## config.mk

```make
export PLATFORM = sky130hd
export DESIGN_NAME = output_channel_divider_mux
export DESIGN_NICKNAME = d
export VERILOG_FILES = /design/src/hw/div_counter.v /design/src/hw/drive_decode.v /design/src/hw/output_channel_divider_mux.v
export VERILOG_INCLUDE_DIRS = /design/src /design/src/hw
export SDC_FILE = /design/constraint.sdc
export NUM_CORES = 1
export LEC_CHECK = 0
export BUFFER_PORTS_ARGS = -buffer_cell sky130_fd_sc_hd__clkbuf_2
export CAP_MARGIN = 0
export CELL_PAD_IN_SITES_DETAIL_PLACEMENT = 1
export CELL_PAD_IN_SITES_GLOBAL_PLACEMENT = 2
export CORE_UTILIZATION = 30
export CTS_BUF_LIST = sky130_fd_sc_hd__clkbuf_16
export DETAILED_ROUTE_END_ITERATION = 7
export GPL_ROUTABILITY_DRIVEN = 0
export MAX_ROUTING_LAYER = met4
export PLACE_DENSITY = 0.8
export SLEW_MARGIN = 10
export SYNTH_ARGS = -nofsm -noshare
export SYNTH_HDL_FRONTEND = slang
export SYNTH_SLANG_ARGS = --single-unit
```

## constraint.sdc

```tcl
create_clock -name core_clk -period 2.3 [get_ports core_clk]
set_input_delay 0.23 -clock core_clk [delete_from_list [all_inputs] [get_ports core_clk]]
set_output_delay 0.23 -clock core_clk [all_outputs]
set_load 0.01 [all_outputs]
```

## src/hw/clk_out_defs.vh

```
// constants for the channel divider and output control block
// assumes inclusion by bare name from every file of the block
`ifndef CLK_OUT_DEFS_VH
`define CLK_OUT_DEFS_VH

// register indices; byte address is four times the index
`define IDX_W          10
`define IDX_DIV        10'h028
`define IDX_CTL        10'h029
`define IDX_STAT       10'h02A

// reset values
`define DIV_RST        8'h02
`define CTL_RST        8'h18

// control register field positions
`define SRC_HI         7
`define SRC_LO         6
`define FMT_HI         5
`define FMT_LO         4
`define MODEA_HI       3
`define MODEA_LO       2
`define MODEB_HI       1
`define MODEB_LO       0

// source select codes
`define SRC_SYN_ONE    2'h0
`define SRC_SYN_TWO    2'h1
`define SRC_REF_PRI    2'h2
`define SRC_REF_SEC    2'h3

// driver format codes
`define FMT_OFF        2'h0
`define FMT_DIFF       2'h1
`define FMT_HCSL       2'h2
`define FMT_CMOS       2'h3

// single-ended pin codes
`define PIN_HIZ        2'h0
`define PIN_LOW        2'h1
`define PIN_INV        2'h2
`define PIN_POS        2'h3

// tail current in mA, load in ohm
`define TAIL_4         5'h04
`define TAIL_6         5'h06
`define TAIL_8         5'h08
`define TAIL_16        5'h10
`define LOAD_OPEN      8'h00
`define LOAD_50        8'h32
`define LOAD_100       8'h64
`define LOAD_200       8'hC8

// bus answers
`define RESP_OKAY      2'h0
`define RESP_SLVERR    2'h2
`define DATA_ZERO      32'h0000_0000

`endif

```

## src/hw/div_counter.v

```verilog
// divide-by-(n+1) counter driven by source clock ticks
// assumes src_tick is a one-cycle pulse per source period, synchronous to clk
`timescale 1ns/10ps
`default_nettype none
`include "clk_out_defs.vh"
module div_counter (
	input  wire       clk,        // core clock
	input  wire       resetn,     // async reset, low
	input  wire       src_tick,   // one pulse per source period
	input  wire       bypass,     // reference selected
	input  wire [7:0] div_val,    // programmed divide value
	output reg        out_tick,   // one pulse per output period
	output reg  [7:0] ratio_q     // divide value in force
);
	reg [7:0] count_q;

	// count source ticks, wrap at the applied value
	always @(posedge clk or negedge resetn) begin
		if (!resetn) begin
			count_q  <= 8'h00;
			ratio_q  <= `DIV_RST;
			out_tick <= 1'b0;
		end else begin
			out_tick <= 1'b0;
			if (src_tick) begin
				if (bypass) begin
					out_tick <= 1'b1;
					count_q  <= 8'h00;
					ratio_q  <= div_val;
				end else if (count_q == ratio_q) begin
					out_tick <= 1'b1;
					count_q  <= 8'h00;
					ratio_q  <= div_val;
				end else begin
					count_q  <= count_q + 8'h01;
				end
			end
		end
	end
endmodule // div_counter
`default_nettype wire

```

## src/hw/drive_decode.v

```verilog
// output driver decode from format and the two drive mode fields
// assumes level is the divided channel clock level; purely combinational
`timescale 1ns/10ps
`default_nettype none
`include "clk_out_defs.vh"
module drive_decode (
	input  wire [1:0] fmt,        // driver format
	input  wire [1:0] drive_mode_a, // tail or positive pin code
	input  wire [1:0] drive_mode_b, // load or negative pin code
	input  wire       level,      // channel clock level
	output reg        p_out,      // positive pin value
	output reg        p_oe,       // positive pin driven
	output reg        p_pwr,      // positive driver powered
	output reg        n_out,      // negative pin value
	output reg        n_oe,       // negative pin driven
	output reg        n_pwr,      // negative driver powered
	output reg  [4:0] tail_ma,    // tail current, 0 when unused
	output reg  [7:0] load_ohm    // hcsl load, 0 when open
);
	// {powered, oe, value} for one single-ended pin
	function [2:0] pin_dec;
		input [1:0] code;
		input       lvl;
		begin
			case (code)
			`PIN_HIZ: pin_dec = 3'b000;
			`PIN_LOW: pin_dec = 3'b010;
			`PIN_INV: pin_dec = {2'b11, ~lvl};
			default:  pin_dec = {2'b11, lvl};
			endcase
		end
	endfunction

	// pins follow format; single-ended pins decoded per field
	always @* begin
		{p_pwr, p_oe, p_out} = 3'b000;
		{n_pwr, n_oe, n_out} = 3'b000;
		tail_ma  = 5'h00;
		load_ohm = `LOAD_OPEN;
		case (fmt)
		`FMT_CMOS: begin
			{p_pwr, p_oe, p_out} = pin_dec(drive_mode_a, level);
			{n_pwr, n_oe, n_out} = pin_dec(drive_mode_b, level);
		end
		`FMT_DIFF, `FMT_HCSL: begin
			{p_pwr, p_oe, p_out} = {2'b11, level};
			{n_pwr, n_oe, n_out} = {2'b11, ~level};
			case (drive_mode_a)
			2'h0:    tail_ma = `TAIL_4;
			2'h1:    tail_ma = `TAIL_6;
			2'h2:    tail_ma = `TAIL_8;
			default: tail_ma = (fmt == `FMT_HCSL) ? `TAIL_16 : `TAIL_8;
			endcase
			if (fmt == `FMT_HCSL) begin
				case (drive_mode_b)
				2'h0:    load_ohm = `LOAD_OPEN;
				2'h1:    load_ohm = `LOAD_50;
				2'h2:    load_ohm = `LOAD_100;
				default: load_ohm = `LOAD_200;
				endcase
			end
		end
		default: begin
			// output disabled, everything stays off
			tail_ma = 5'h00;
		end
		endcase
	end
endmodule // drive_decode
`default_nettype wire

```

## src/hw/output_channel_divider_mux.v

```verilog
// one clock output channel: divider, source mux, driver controls, axi4-lite regs
// assumes source ticks are one-cycle pulses synchronous to core_clk
// and a bus master with at most one write and one read in flight
//
// How it works
// - the divide register is eight bits, read-write, and resets to 0x02.
// - the channel clock is the source divided by the divide value plus one.
// - the divider acts only for the two synthesizers; references pass straight.
// - bits 7:6 pick synthesizer one, two, primary or secondary reference, reset 0.
// - bits 5:4 pick disabled, ac differential, hcsl or lvcmos output.
// - bits 3:2, reset 2, set positive pin power and polarity in single-ended mode.
// - in differential mode bits 3:2 give 4, 6, 8 or 16/8 mA tail current.
// - bits 1:0, reset 0, set the negative pin or, for hcsl, the load.
`timescale 1ns/10ps
`default_nettype none
`include "clk_out_defs.vh"
module output_channel_divider_mux (
	input  wire        core_clk,          // 20 MHz core clock
	input  wire        resetn,            // async reset, low
	// axi4-lite write address
	input  wire [11:0] s_axi_awaddr,      // write byte address
	input  wire        s_axi_awvalid,     // write address valid
	output reg         s_axi_awready,     // write address ready
	// axi4-lite write data
	input  wire [31:0] s_axi_wdata,       // write data
	input  wire [3:0]  s_axi_wstrb,       // byte strobes
	input  wire        s_axi_wvalid,      // write data valid
	output reg         s_axi_wready,      // write data ready
	// axi4-lite write response
	output reg  [1:0]  s_axi_bresp,       // write response
	output reg         s_axi_bvalid,      // write response valid
	input  wire        s_axi_bready,      // write response ready
	// axi4-lite read
	input  wire [11:0] s_axi_araddr,      // read byte address
	input  wire        s_axi_arvalid,     // read address valid
	output reg         s_axi_arready,     // read address ready
	output reg  [31:0] s_axi_rdata,       // read data
	output reg  [1:0]  s_axi_rresp,       // read response
	output reg         s_axi_rvalid,      // read data valid
	input  wire        s_axi_rready,      // read data ready
	// clock sources, one tick per source period
	input  wire        synthesizer_one_tick, // synthesizer one
	input  wire        synthesizer_two_tick, // synthesizer two
	input  wire        ref_primary_tick,  // primary reference
	input  wire        ref_secondary_tick, // secondary reference
	// channel outputs
	output wire        chan_tick,         // divided clock, one pulse per period
	output reg         chan_level_q,      // divided clock level
	output reg         pin_p_out_q,       // positive pin value
	output reg         pin_p_oe_q,        // positive pin driven
	output reg         pin_p_pwr_q,       // positive driver powered
	output reg         pin_n_out_q,       // negative pin value
	output reg         pin_n_oe_q,        // negative pin driven
	output reg         pin_n_pwr_q,       // negative driver powered
	output reg  [4:0]  tail_ma_q,         // tail current in mA
	output reg  [7:0]  load_ohm_q         // hcsl load in ohm
);
	// write channel states, one-hot
	localparam [1:0] WS_IDLE = 2'b01;
	localparam [1:0] WS_RESP = 2'b10;

	reg  [1:0]  wstate_q;
	reg         aw_got_q;
	reg         w_got_q;
	reg  [9:0]  waddr_q;
	reg  [7:0]  wbyte_q;
	reg         wbyte_en_q;
	// high on the cycle a held write lands
	wire        wr_commit;

	// register contents
	reg  [7:0]  div_q;
	reg  [7:0]  ctl_q;

	// decoded fields
	wire [1:0]  channel_source_select;
	wire [1:0]  out_format;
	wire [1:0]  drive_mode_a;
	wire [1:0]  drive_mode_b;
	reg         src_tick;
	wire        bypass;
	wire [7:0]  ratio_q;

	// decode outputs before the output flops
	wire        p_out;
	wire        p_oe;
	wire        p_pwr;
	wire        n_out;
	wire        n_oe;
	wire        n_pwr;
	wire [4:0]  tail_ma;
	wire [7:0]  load_ohm;

	// word index from a byte address; low two bits ignored
	function [9:0] word_idx;
		input [11:0] addr;
		begin
			word_idx = addr[11:2];
		end
	endfunction

	// true for any index the block answers
	function idx_mapped;
		input [9:0] idx;
		begin
			idx_mapped = (idx == `IDX_DIV) || (idx == `IDX_CTL) ||
				(idx == `IDX_STAT);
		end
	endfunction

	// fields wired straight from the control register, no shadow copy
	// source select field
	assign channel_source_select = ctl_q[`SRC_HI:`SRC_LO];
	assign out_format   = ctl_q[`FMT_HI:`FMT_LO];
	assign drive_mode_a = ctl_q[`MODEA_HI:`MODEA_LO];
	assign drive_mode_b = ctl_q[`MODEB_HI:`MODEB_LO];

	assign bypass = (channel_source_select == `SRC_REF_PRI) ||
		(channel_source_select == `SRC_REF_SEC);

	// a source change mid-period is not resynchronised; the count carries on
	// source mux over the four tick inputs
	always @* begin
		case (channel_source_select)
		`SRC_SYN_ONE: src_tick = synthesizer_one_tick;
		`SRC_SYN_TWO: src_tick = synthesizer_two_tick;
		`SRC_REF_PRI: src_tick = ref_primary_tick;
		default:      src_tick = ref_secondary_tick;
		endcase
	end

	// divider; the applied ratio changes only when a period ends
	// bypass follows the source field, so references pass every tick
	div_counter u_div (
		.clk      (core_clk),
		.resetn   (resetn),
		.src_tick (src_tick),
		.bypass   (bypass),
		.div_val  (div_q),
		.out_tick (chan_tick),
		.ratio_q  (ratio_q)
	);

	// level toggles per divided tick, so it runs at half the tick rate
	// starts low after reset, so the first divided tick gives a rising level
	always @(posedge core_clk or negedge resetn) begin
		if (!resetn) begin
			chan_level_q <= 1'b0;
		end else if (chan_tick) begin
			chan_level_q <= ~chan_level_q;
		end
	end

	// driver controls from format and mode fields
	drive_decode u_drv (
		.fmt          (out_format),
		.drive_mode_a (drive_mode_a),
		.drive_mode_b (drive_mode_b),
		.level        (chan_level_q),
		.p_out        (p_out),
		.p_oe         (p_oe),
		.p_pwr        (p_pwr),
		.n_out        (n_out),
		.n_oe         (n_oe),
		.n_pwr        (n_pwr),
		.tail_ma      (tail_ma),
		.load_ohm     (load_ohm)
	);

	// pin controls registered so outputs come from flops
	// costs one cycle of lag behind the control register
	always @(posedge core_clk or negedge resetn) begin
		if (!resetn) begin
			pin_p_out_q <= 1'b0;
			pin_p_oe_q  <= 1'b0;
			pin_p_pwr_q <= 1'b0;
			pin_n_out_q <= 1'b0;
			pin_n_oe_q  <= 1'b0;
			pin_n_pwr_q <= 1'b0;
			tail_ma_q   <= 5'h00;
			load_ohm_q  <= `LOAD_OPEN;
		end else begin
			pin_p_out_q <= p_out;
			pin_p_oe_q  <= p_oe;
			pin_p_pwr_q <= p_pwr;
			pin_n_out_q <= n_out;
			pin_n_oe_q  <= n_oe;
			pin_n_pwr_q <= n_pwr;
			tail_ma_q   <= tail_ma;
			load_ohm_q  <= load_ohm;
		end
	end

	// write channel: address and data taken in either order
	// ready stays low until the response is taken, so one write at most is in flight
	always @(posedge core_clk or negedge resetn) begin
		if (!resetn) begin
			wstate_q      <= WS_IDLE;
			aw_got_q      <= 1'b0;
			w_got_q       <= 1'b0;
			waddr_q       <= 10'h000;
			wbyte_q       <= 8'h00;
			wbyte_en_q    <= 1'b0;
			s_axi_awready <= 1'b1;
			s_axi_wready  <= 1'b1;
			s_axi_bvalid  <= 1'b0;
			s_axi_bresp   <= `RESP_OKAY;
		end else begin
			case (wstate_q)
			WS_IDLE: begin
				if (s_axi_awvalid && s_axi_awready) begin
					aw_got_q      <= 1'b1;
					s_axi_awready <= 1'b0;
					waddr_q       <= word_idx(s_axi_awaddr);
				end
				if (s_axi_wvalid && s_axi_wready) begin
					w_got_q      <= 1'b1;
					s_axi_wready <= 1'b0;
					wbyte_q      <= s_axi_wdata[7:0];
					wbyte_en_q   <= s_axi_wstrb[0];
				end
				// both halves held: answer next cycle
				if (wr_commit) begin
					s_axi_bvalid <= 1'b1;
					s_axi_bresp  <= idx_mapped(waddr_q) ? `RESP_OKAY : `RESP_SLVERR;
					wstate_q     <= WS_RESP;
				end
			end
			WS_RESP: begin
				if (s_axi_bready) begin
					s_axi_bvalid  <= 1'b0;
					aw_got_q      <= 1'b0;
					w_got_q       <= 1'b0;
					s_axi_awready <= 1'b1;
					s_axi_wready  <= 1'b1;
					wstate_q      <= WS_IDLE;
				end
			end
			default: begin
				wstate_q <= WS_IDLE;
			end
			endcase
		end
	end

	assign wr_commit = (wstate_q == WS_IDLE) && aw_got_q && w_got_q;

	// register update when a held write completes; only lane 0 carries data
	// a write to a mapped index without lane 0 answers okay and leaves the register alone
	// the status index matches neither compare, so writes to it change nothing
	always @(posedge core_clk or negedge resetn) begin
		if (!resetn) begin
			div_q <= `DIV_RST;
			ctl_q <= `CTL_RST;
		end else if (wr_commit && wbyte_en_q) begin
			if (waddr_q == `IDX_DIV) begin
				div_q <= wbyte_q;
			end
			if (waddr_q == `IDX_CTL) begin
				ctl_q <= wbyte_q;
			end
		end
	end

	// read channel: data one cycle after the address is taken
	// the status word is read-only; unmapped reads give zero data and slverr
	always @(posedge core_clk or negedge resetn) begin
		if (!resetn) begin
			s_axi_arready <= 1'b1;
			s_axi_rvalid  <= 1'b0;
			s_axi_rdata   <= `DATA_ZERO;
			s_axi_rresp   <= `RESP_OKAY;
		end else if (s_axi_rvalid) begin
			if (s_axi_rready) begin
				s_axi_rvalid  <= 1'b0;
				s_axi_arready <= 1'b1;
			end
		end else if (s_axi_arvalid && s_axi_arready) begin
			s_axi_arready <= 1'b0;
			s_axi_rvalid  <= 1'b1;
			s_axi_rresp   <= `RESP_OKAY;
			case (word_idx(s_axi_araddr))
			`IDX_DIV:  s_axi_rdata <= {24'h00_0000, div_q};
			`IDX_CTL:  s_axi_rdata <= {24'h00_0000, ctl_q};
			// status shows the ratio in force and the source in use
			`IDX_STAT: s_axi_rdata <= {22'h00_0000, channel_source_select, ratio_q};
			default: begin
				s_axi_rdata <= `DATA_ZERO;
				s_axi_rresp <= `RESP_SLVERR;
			end
			endcase
		end
	end
endmodule // output_channel_divider_mux
`default_nettype wire

```

==> results of run 1 <==
[stage by stage]
| stage | total power [mW] | utilization (%) | hold WS, ns |
|---|---|---|---|
| after floorplan | 2.45 | - | -0.0656 |
| after global placement | 2.59 | 34.8 | 0.243 |
| after detailed placement | 2.63 | 34.8 | 0.250 |
| after CTS | 4.23 | 37.3 | 0.0869 |
| after global routing | 4.41 | 37.3 | 0.0943 |
| final | 4.16 | 37.3 | 0.0950 |
[cells in the final DEF, fill, tap and decap left out, types with 3 or more instances in the layout]
cell type | netlist | routed
clkbuf_2 | 0 | 74
mux2_2 | 43 | 43
dfstp_2 | 8 | 8
mux2i_1 | 4 | 4
o21ai_0 | 17 | 17
mux2_4 | 8 | 8
clkbuf_16 | 0 | 9
inv_1 | 12 | 12
nand3_1 | 4 | 4
conb_1 | 1 | 26
and3_1 | 4 | 4
ha_1 | 9 | 9
xor2_1 | 7 | 7
a22oi_1 | 7 | 7
nor2_1 | 15 | 15
a21o_1 | 5 | 5
nand2b_1 | 3 | 3
nand2_1 | 34 | 34
xnor2_1 | 5 | 5
buf_4 | 28 | 8
dfrtp_1 | 81 | 81
a21oi_1 | 12 | 12
[flip-flops by register name, indices dropped and copies added, names as in the netlist, 2 cells and up]
register	count
ctl_q	8
tail_ma_q	4
load_ohm_q	5
waddr_q	10
wbyte_q	8
s_axi_rdata	10
u_div.ratio_q	8
u_div.count_q	8
div_q	8
wstate_q	2
[layout make-up]
cell class	instances	share of cell area [%]
Clock buffer	9	4.51
Clock inverter	7	1.88
Inverter	12	0.902
Multi-Input combinational cell	234	34.3
Sequential cell	89	44.8
Tap cell	176	4.41
Timing Repair Buffer	84	9.22
[worst paths after layout]
path,slack (ns),end,start,cells past startpoint
hold / removal,0.1,s_axi_rvalid$_DFF_PN0_,s_axi_rready,2
max in group asynchronous,1.11,ctl_q[4]$_DFFE_PN1P_,resetn,3
setup / recovery,0.28,ctl_q[7]$_DFFE_PN0P_,wstate_q[0]$_DFFE_PN1P_,4
hold reg to reg,0.48,chan_level_q$_DFFE_PN0P_,u_div.out_tick$_DFF_PN0_,1
min in group asynchronous,0.41,load_ohm_q[3]$_DFF_PN0_,resetn,2
setup reg to reg,0.28,ctl_q[7]$_DFFE_PN0P_,wstate_q[0]$_DFFE_PN1P_,4
[kinds of logic (layout without fill, tap and decap cells)]
logic type                 after synthesis  in the layout  share of synthesized area (%)
AOI/OAI and AO/OA                       49             49                           7.27
xor gates and xnor gates                12             12                           2.52
adders and majority gates                9              9                           2.71
buffers and inverters                   48            112                           7.39
DFF                                     89             89                           53.7
muxes                                   55             55                           15.5
other                                    1             26                         0.0901
and+or+nand+nor                         83             83                           10.8
[power by group through the flow]
stage          Combinational, mW  Sequential [mW]  Clock [mW]
2_1_floorplan              0.455             1.99           0
3_3_place_gp               0.556             2.03           0
3_5_place_dp               0.584             2.05           0
4_1_cts                    0.593             2.02        1.62
5_1_grt                    0.657             2.06        1.69
6_report                   0.581             2.02        1.56
[layer usage]
layer | track usage, % | up-vias | wire length [µm]
met2 | 21.2 | 74 | 4230
li1 | - | 1308 | -
met3 | 3.14 | 13 | 443
met5 | - | - | 0
met1 | 16.4 | 1373 | 3890
met4 | 6.09 | 0 | 168
[what timing repair did]
| item | 4_1_cts | 5_1_grt |
|---|---|---|
| endpoints found under the setup margin | 0 | 0 |
| hold buffers | 1 | 0 |
| hold endpoints to repair | 38 | 0 |
==> impl_results.md, run 1 <==
* I/O pins at around 130
* Port bufs at 75
* Inst Count DP at just under 600
* Proportion of layout cells with a drive suffix above 1 at approximately 38%
* Die W at between 100 and 150 µm
* WP buf/inv at 0
* Time the worst path needs with I/O delays and setup at slightly above 2 ns
* CTS tree: built
* Fill cells at 1,478
* Number of global-route vias before repair at 2,848
* Arrival @ worst endpoint at ~2.2 ns
* ANT nets after route at 0
* Synth Flop Type: dfrtp_1
* Layout Cells excl Fill at 611
* Root Buffer Master: clkbuf_16
* Worst-margin pin slew at ~0.60 ns
* Post-synth top area share at approximately half
* Vias per inst at about 4.5
* Clk pin slew, worst setup/hold paths at around 0.060 ns
* Fin nets at 510
* Final setup fails at 0
* TritonCTS Sinks at slightly below 90
* Post-route cell area at around 0.0050 mm²
* Static leakage at 2.50 nW
* Max Cap Violations at 0
* Mapped Cells at 346
* Final Cycle Share at 87.8%
* Outcome: finished, final reports clean
* Count of final hold-check violations at 0
* Synth unique cells at 45
* Sequential Power Share at 48.5%
* First-pass DRT Iterations at 4
* Area delta synth->final at 20.0%
* Initial DRC Count at approximately 110
* Max stage delay on crit path at between 0.6 and 0.7 ns
* Normalized max-slew margin at around three fifths
* Int Power at approximately 3.1 mW
* Fmax at 495 MHz
* CTS H-tree lvls at 3
* RSZ-0062 raised after global routing: no
* Leading cell type by number of instances after synthesis: dfrtp_1
* Number of cell rows at 42
* Switching Fraction at around a quarter
* Pin count of the biggest net entering global routing at between 40 and 50
* Avg WL per Cell at roughly 14 µm
* Final Max Slew Viols at 0
* Clk_skew at between 0.004 and 0.005 ns
* Min setup slack post-route at around 0.28 ns
* Clock latency on the worst-skew pair at between 0.3 and 0.4 ns
* Net Switching at ~1.1 mW
* Cell area after synthesis at approximately 0.0042 mm²
* Total core area at around 0.013 mm²
* Cts bufs inserted at 9
* Initial Util at a little under a third
* Clk pwr share at 37.5%
* Crit. End Element: flop
* Grt ovf at 0
* Synthesis Warnings at 0
* Setup crit start kind: flop
* Delay-heaviest family, CP: simple AND/OR/NAND/NOR gates
* Dpl cell area at ~0.0047 mm²
* Worst hold path type: input port to flop
* CP max FO at 8
* Cell Chain, Critical Path: and2b_1 -> nand3_2 -> or4_4 -> mux2_4
* Synthesized flop and latch total at 89
* Synth cell count leaders: dfrtp_1 (81), mux2_2 (43), nand2_1 (34)
* Initial antenna violation count at 0
* Setup TNS at 0 ns
* Clk buf depth at 2
* Total track usage at a little over an eighth
* Share of synthesized registers carrying an async set or reset at 100%
* Gates resized, CTS repair at 0
* Reg area at about 0.0022 mm²
* Vias at roughly 2,800
* Drt drc at 0
* Vert. Die Dim at roughly 120 µm
* Final HPWL DP at between 6000 and 7000 µm
* First-pass GRT wire length at 14,400 µm
* Register area share after synthesis at a little over half
* Worst path slowest cell: or4_4
* Crit path kind: flop to flop
* Synth top area cells: dfrtp_1 (49%), mux2_2 (12%), buf_4 (5.0%)
* Post-synth top area cell: dfrtp_1
* Number of synthesized flops with an enable pin at 0
* Die area at 0.0144 mm²
* Worst VDD drop at 319 µV
* Post-Place Worst Slack at ~0.29 ns
* Wirelength, routed at 8740 µm
* Ant. Diodes at 0
* Setup repair bufs after CTS at 0
* CP required at 2.53 ns
* PD cells at between 800 and 900 mW/mm²
* Gate power share at approximately 14%
* Syn Area/Cell at ~12 µm²
* Area of the multi-input gates at between 0.0015 and 0.002 mm²
Note: power is estimated with default switching activity, not from simulation.
==> run 2: changes to the inputs <==
--- a/config.mk
+++ b/config.mk
@@ -14,7 +14,6 @@
 export CTS_BUF_LIST = sky130_fd_sc_hd__clkbuf_16
 export DETAILED_ROUTE_END_ITERATION = 7
 export GPL_ROUTABILITY_DRIVEN = 0
-export MAX_ROUTING_LAYER = met4
 export PLACE_DENSITY = 0.8
 export SLEW_MARGIN = 10
 export SYNTH_ARGS = -nofsm -noshare
==> run 2 against run 1 <==
Effect of this change: sequential power barely moved; clock power barely moved; flip-flop and latch count did not move; via count is 0.11% lower; die area did not move; fmax decreased by 0.13%; first-iteration DRC count decreased by 11%; sequential share of layout area is the same; worst hold slack hardly changed; global-route usage down 0.37 points; total power hardly changed; critical path type unchanged; largest cell class unchanged.
==> impl_results.md, run 2 (same netlist as run 1, synthesis figures left out) <==
* Net Switching at 1.11 mW (+0.24%)
* Vert. Die Dim at 120 µm (unchanged)
* Clk pwr share at 37.6% (about the same)
* Drt drc at 0 (unchanged)
* Vias at 2,765 (-0.11%)
* Worst R2R Start: wstate_q[0]$_DFFE_PN1P_
* PD cells at 834 mW/mm² (about the same)
* Die W at 120 µm (unchanged)
* Cell Chain, Critical Path: and2b_1 -> nand3_2 -> or4_4 -> mux2_4
* Vias per inst at 4.53 (-0.11%)
* Fill cells at 1,478 (unchanged)
* Setup repair bufs after CTS at 0 (unchanged)
* Most common cell after layout, fill and taps aside: dfrtp_1
* Number of cell rows at 42 (unchanged)
* Final Max Slew Viols at 0 (unchanged)
* Pin count of the biggest net entering global routing at 44 (unchanged)
* Clk buf depth at 2 (unchanged)
* Proportion of layout cells with a drive suffix above 1 at 37.7% (unchanged)
* First-pass GRT wire length at 14,400 µm (+0.14%)
* Gate power share at 14.0% (about the same)
* Ant. Diodes at 0 (unchanged)
* Hold Startpoint: s_axi_rready
* Avg WL per Cell at 14.3 µm (about the same)
* Hold path depth at 2 (unchanged)
* Worst VDD drop at 320 µV (+0.12%)
* Fin nets at 510 (unchanged)
* GR Util met3 at 3.42% (+0.29 points)
* Worst-margin pin slew at 0.580 ns (-0.0212 ns)
* Wirelength, routed at 8740 µm (about the same)
* Root Buffer Master: clkbuf_16
* Layout Cells excl Fill at 611 (unchanged)
* ANT nets after route at 0 (unchanged)
* Min setup slack post-route at 0.279 ns (-0.00255 ns)
* Setup TNS at 0 ns (unchanged)
* Arrival @ worst endpoint at 2.25 ns (about the same)
* Int Power at 3.06 mW (about the same)
* Initial Util at 31.1% (unchanged)
* I/O pins at 133 (unchanged)
* Final hold slack at 0.0950 ns (+0.0000219 ns)
* Cts bufs inserted at 9 (unchanged)
* Outcome: finished, final reports clean
* Total track usage at 13.1% (-0.37 points)
* Commonest cells after routing, fill and taps aside: dfrtp_1 (81), clkbuf_2 (74), mux2_2 (43), nand2_1 (34), conb_1 (26)
* Clk pin slew, worst setup/hold paths at 0.07 ns (about the same)
* Time the worst path needs with I/O delays and setup at 2.02 ns (+0.00255 ns)
* Total core area at 0.0134 mm² (unchanged)
* Switching Fraction at 26.6% (+0.046 points)
* Count of final hold-check violations at 0 (unchanged)
* Internal reg-to-reg setup slack at 0.28 ns (about the same)
* Dpl cell area at 0.00466 mm² (unchanged)
* Port bufs at 75 (unchanged)
* Clock latency on the worst-skew pair at 0.34 ns (about the same)
* Post-route cell area at 0.00499 mm² (unchanged)
* Number of global-route vias before repair at 2,848 (unchanged)
* CTS tree: built
* Initial antenna violation count at 0 (unchanged)
* Gates resized, CTS repair at 0 (unchanged)
* Initial DRC Count at 95 (-11%)
* RSZ-0062 raised after global routing: no
* Normalized max-slew margin at 61.2% (+1.4 points)
* Crit. End Element: flop
* Worst hold path type: input port to flop
* CTS H-tree lvls at 3 (unchanged)
* Met1 usage at 16.2% (-0.15 points)
* Post-layout util at 37.3% (unchanged)
* CP max FO at 8 (unchanged)
* Post-Place Worst Slack at 0.285 ns (unchanged)
* Setup crit start kind: flop
* Final Cycle Share at 87.9% (+0.11 points)
* CP required at 2.53 ns (about the same)
* Final HPWL DP at 6430 µm (unchanged)
* Reg2reg end: ctl_q[7]$_DFFE_PN0P_
* Crit path kind: flop to flop
* Static leakage at 2.50 nW (unchanged)
* Inst Count DP at 594 (unchanged)
* Final setup fails at 0 (unchanged)
* Max stage delay on crit path at 0.65 ns (about the same)
* Clk_skew at 0.00610 ns (+0.00161 ns)
* Max Cap Violations at 0 (unchanged)
* First-pass DRT Iterations at 4 (unchanged)
* Hold Crit Endpoint: s_axi_rvalid$_DFF_PN0_
* Worst path slowest cell: or4_4
* Fmax at 495 MHz (-0.13%)
* Area delta synth->final at 20.0% (unchanged)
* Pwr Total at 4.16 mW (about the same)
* Sequential Power Share at 48.4% (about the same)
* Grt ovf at 0 (unchanged)
* Die area at 0.0144 mm² (unchanged)
* TritonCTS Sinks at 89 (unchanged)
* Registers with the most flip-flops: s_axi_rdata: 10 flops, waddr_q: 10 flops
* Met2 global-route usage at 21.2% (unchanged)
* FF-to-FF path depth at 4 (unchanged)
* GRT Max-Usage Layer: met2
## run 2: cell counts in the layout (fill, tap and decap cells not counted)
No cell type changed its count.
## run 2: worst max-delay path: cells and delay by family, from the launching register on
family           cells  cell delay (ns)
multiplexers         1             0.33
flip-flops           1             0.57
AND/OR/NAND/NOR      3             1.00
## run 2: worst max path at each step
stage | startpoint | to | slack (ns) | cells past startpoint
floorplan | wstate_q[0]$_DFFE_PN1P_ | ctl_q[0]$_DFFE_PN0P_ | 0.40 | 5
global placement | wstate_q[0]$_DFFE_PN1P_ | ctl_q[7]$_DFFE_PN0P_ | 0.31 | 4
detailed placement | wstate_q[0]$_DFFE_PN1P_ | ctl_q[0]$_DFFE_PN0P_ | 0.29 | 4
global route | wstate_q[0]$_DFFE_PN1P_ | ctl_q[7]$_DFFE_PN0P_ | 0.20 | 4
finish | wstate_q[0]$_DFFE_PN1P_ | ctl_q[7]$_DFFE_PN0P_ | 0.28 | 4
CTS | wstate_q[0]$_DFFE_PN1P_ | ctl_q[0]$_DFFE_PN0P_ | 0.27 | 4
## run 2: area by class of cell
| class | count | area [µm²] | share of cell area (%) |
|---|---|---|---|
| sequential | 89 | 2240 | 44.8 |
| multi-input combinational | 234 | 1710 | 34.3 |
| timing repair buffer | 84 | 460 | 9.22 |
| clock buffer | 9 | 225 | 4.51 |
| tap | 176 | 220 | 4.41 |
| clock inverter | 7 | 93.8 | 1.88 |
| inverter | 12 | 45.0 | 0.902 |
## run 2: power groups by stage
stage | clock [mW] | sequential (mW) | combinational (mW)
after floorplan | 0 | 1.99 | 0.455
after global placement | 0 | 2.03 | 0.556
after detailed placement | 0 | 2.05 | 0.584
after CTS | 1.62 | 2.02 | 0.593
after global routing | 1.69 | 2.06 | 0.657
final | 1.57 | 2.02 | 0.581
## run 2: metal layers
layer  wire [µm]  vias up
met4         159        0
met5           0        -
met2        4220       74
li1            -     1305
met1        3870     1374
met3         485       12
## run 2: what timing repair did
item,4_1_cts,5_1_grt
endpoints found under the hold margin,38,0
hold buffers,1,0
endpoints found under the setup margin,0,0
==> run 3: changes to the inputs <==
==> constraint.sdc (replaced) <==
create_clock -name core_clk -period 2.3 [get_ports core_clk]
set_input_delay 0.69 -clock core_clk [delete_from_list [all_inputs] [get_ports core_clk]]
set_output_delay 0.69 -clock core_clk [all_outputs]
set_load 0.01 [all_outputs]
==> run 3 against run 2 <==
Effect of this change: register-to-register slack barely moved; critical endpoint unchanged; flip-flop and latch count unchanged; largest cell class unchanged; sequential share of layout area increased by 0.27 points.
==> impl_results.md, run 3 (same netlist as run 1, synthesis figures left out) <==
* Initial antenna violation count at 0 (unchanged)
* Final Cycle Share at 87.8% (about the same)
* Clk buf depth at 2 (unchanged)
* Internal reg-to-reg setup slack at 0.28 ns (about the same)
* Pin count of the biggest net entering global routing at 42 (-4.5%)
* Static leakage at 2.49 nW (-0.10%)
* First-pass GRT wire length at 14,800 µm (+2.4%)
* Avg WL per Cell at 14.3 µm (about the same)
* Inst Count DP at 595 (+0.17%)
* Normalized max-slew margin at 65.7% (+4.5 points)
* Die W at 120 µm (unchanged)
* Area delta synth->final at 19.2%
* Initial Util at 31.1% (unchanged)
* Area of the multi-input gates at 0.00171 mm² (unchanged)
* Drt drc at 0 (unchanged)
* FF-to-FF path depth at 4 (unchanged)
* Gates resized, CTS repair at 0 (unchanged)
* Commonest cells after routing, fill and taps aside: dfrtp_1 (81), clkbuf_2 (74), mux2_2 (43), nand2_1 (34), conb_1 (26)
* ANT nets after route at 0 (unchanged)
* Worst hold path type: input port to async pin
* Vias per inst at 4.48 (-0.98%)
* Crit. End Element: flop
* Initial DRC Count at 117 (+23%)
* Wirelength, routed at 8740 µm (about the same)
* Reg2reg end: ctl_q[7]$_DFFE_PN0P_
* Registers with the most flip-flops: s_axi_rdata: 10 flops, waddr_q: 10 flops
* Post-layout util at 37.0% (-0.22 points)
* Max Cap Violations at 0 (unchanged)
* PD cells at 802 mW/mm² (-3.8%)
* CTS H-tree lvls at 3 (unchanged)
* Dpl cell area at 0.00468 mm² (+0.43%)
* Total core area at 0.0134 mm² (unchanged)
* Fmax at 495 MHz (about the same)
* Number of global-route vias before repair at 2,899 (+1.8%)
* Worst R2R Start: wstate_q[0]$_DFFE_PN1P_
* TritonCTS Sinks at 89 (unchanged)
* CTS tree: built
* Final setup fails at 0 (unchanged)
* Setup repair bufs after CTS at 0 (unchanged)
* Vias at 2,738 (-0.98%)
* First-pass DRT Iterations at 4 (unchanged)
* Layout Cells excl Fill at 611 (unchanged)
* Post-route cell area at 0.00496 mm² (-0.60%)
* Critical path endpoint: ctl_q[7]$_DFFE_PN0P_
* Clock latency on the worst-skew pair at 0.34 ns (about the same)
* Crit. Startpoint: wstate_q[0]$_DFFE_PN1P_
* Worst VDD drop at 326 µV (+1.9%)
* Time the worst path needs with I/O delays and setup at 2.02 ns (-0.00127 ns)
* Most common cell after layout, fill and taps aside: dfrtp_1
* I/O pins at 133 (unchanged)
* Proportion of layout cells with a drive suffix above 1 at 37.0% (-0.69 points)
* Hold-fix buffers, CTS at 0 (-1)
* Setup TNS at 0 ns (unchanged)
* Final HPWL DP at 6400 µm (-0.37%)
* Port bufs at 75 (unchanged)
* Outcome: finished, final reports clean
* Vert. Die Dim at 120 µm (unchanged)
* Fin nets at 510 (unchanged)
* Setup crit start kind: flop
* Total track usage at 13.2% (+0.17 points)
* Count of final hold-check violations at 0 (unchanged)
* Clk_skew at 0.00613 ns (+0.0000251 ns)
* Reg area at 0.00224 mm² (unchanged)
* Die area at 0.0144 mm² (unchanged)
* Ant. Diodes at 0 (unchanged)
* CP required at 2.52 ns (about the same)
* Crit path kind: flop to flop
* Number of cell rows at 42 (unchanged)
* CP max FO at 8 (unchanged)
* Root Buffer Master: clkbuf_16
* Final Max Slew Viols at 0 (unchanged)
* Cts bufs inserted at 9 (unchanged)
* Fill cells at 1,476 (-0.14%)
* Grt ovf at 0 (unchanged)
* Worst-margin pin slew at 0.513 ns (-0.0670 ns)
* Arrival @ worst endpoint at 2.24 ns (about the same)
* Clk pin slew, worst setup/hold paths at 0.06 ns (about the same)
* RSZ-0062 raised after global routing: no
run 3: cell count changes in the layout (fill, tap and decap cells not counted), sizes merged:
cell and delta:
inv +1, clkinv +1, buf +1, clkinvlp -1
bufinv -1, dlygate4sd3 -1
run 3: how the worst min path moves through the flow:
| stage | startpoint | endpoint | slack, ns | depth (start not counted) |
|---|---|---|---|---|
| after floorplan | resetn | aw_got_q$_DFFE_PN0P_ | 0.39 | 0 |
| after global placement | u_div.out_tick$_DFF_PN0_ | chan_level_q$_DFFE_PN0P_ | 0.47 | 1 |
| after detailed placement | u_div.out_tick$_DFF_PN0_ | chan_level_q$_DFFE_PN0P_ | 0.46 | 1 |
| after CTS | resetn | load_ohm_q[3]$_DFF_PN0_ | 0.30 | 1 |
| after global routing | resetn | load_ohm_q[3]$_DFF_PN0_ | 0.31 | 1 |
| final | resetn | load_ohm_q[3]$_DFF_PN0_ | 0.29 | 1 |
run 3: layer usage:
metal	GRT usage, %	up-vias	wire length [µm]
met5	0	-	0
met4	5.16	0	136
met3	3.71	11	525
met2	22.1	76	4280
met1	16.1	1346	3800
li1	-	1305	-
run 3: final cells by class:
cell class                      count  area share, %
Sequential cell                    89           45.1
Multi-Input combinational cell    234           34.5
Timing Repair Buffer               84           9.48
Clock buffer                        9           4.54
Tap cell                          176           4.44
Clock inverter                      7           1.08
Inverter                           12          0.907
run 3: stage by stage:
stage | hold slack, ns | setup WS, ns | power, mW
after floorplan | 0.394 | 0.404 | 2.45
after global placement | 0.466 | 0.266 | 2.59
after detailed placement | 0.460 | 0.219 | 2.64
after CTS | 0.302 | 0.262 | 4.05
after global routing | 0.312 | 0.196 | 4.23
final | 0.288 | 0.280 | 3.98
run 3: report_power, final:
| group | internal, mW | switching [mW] | total (mW) |
|---|---|---|---|
| combinational | 0.298 | 0.280 | 0.578 |
| sequential | 1.81 | 0.206 | 2.02 |
| clock | 0.821 | 0.566 | 1.39 |
| total | 2.93 | 1.05 | 3.98 |
run 3: worst max-delay path, cell delays in order, from the launching register on:
cell and delay [ns]:
dfstp_2 0.57, and2b_1 0.18, nand3_2 0.17, or4_4 0.65, mux2_4 0.34
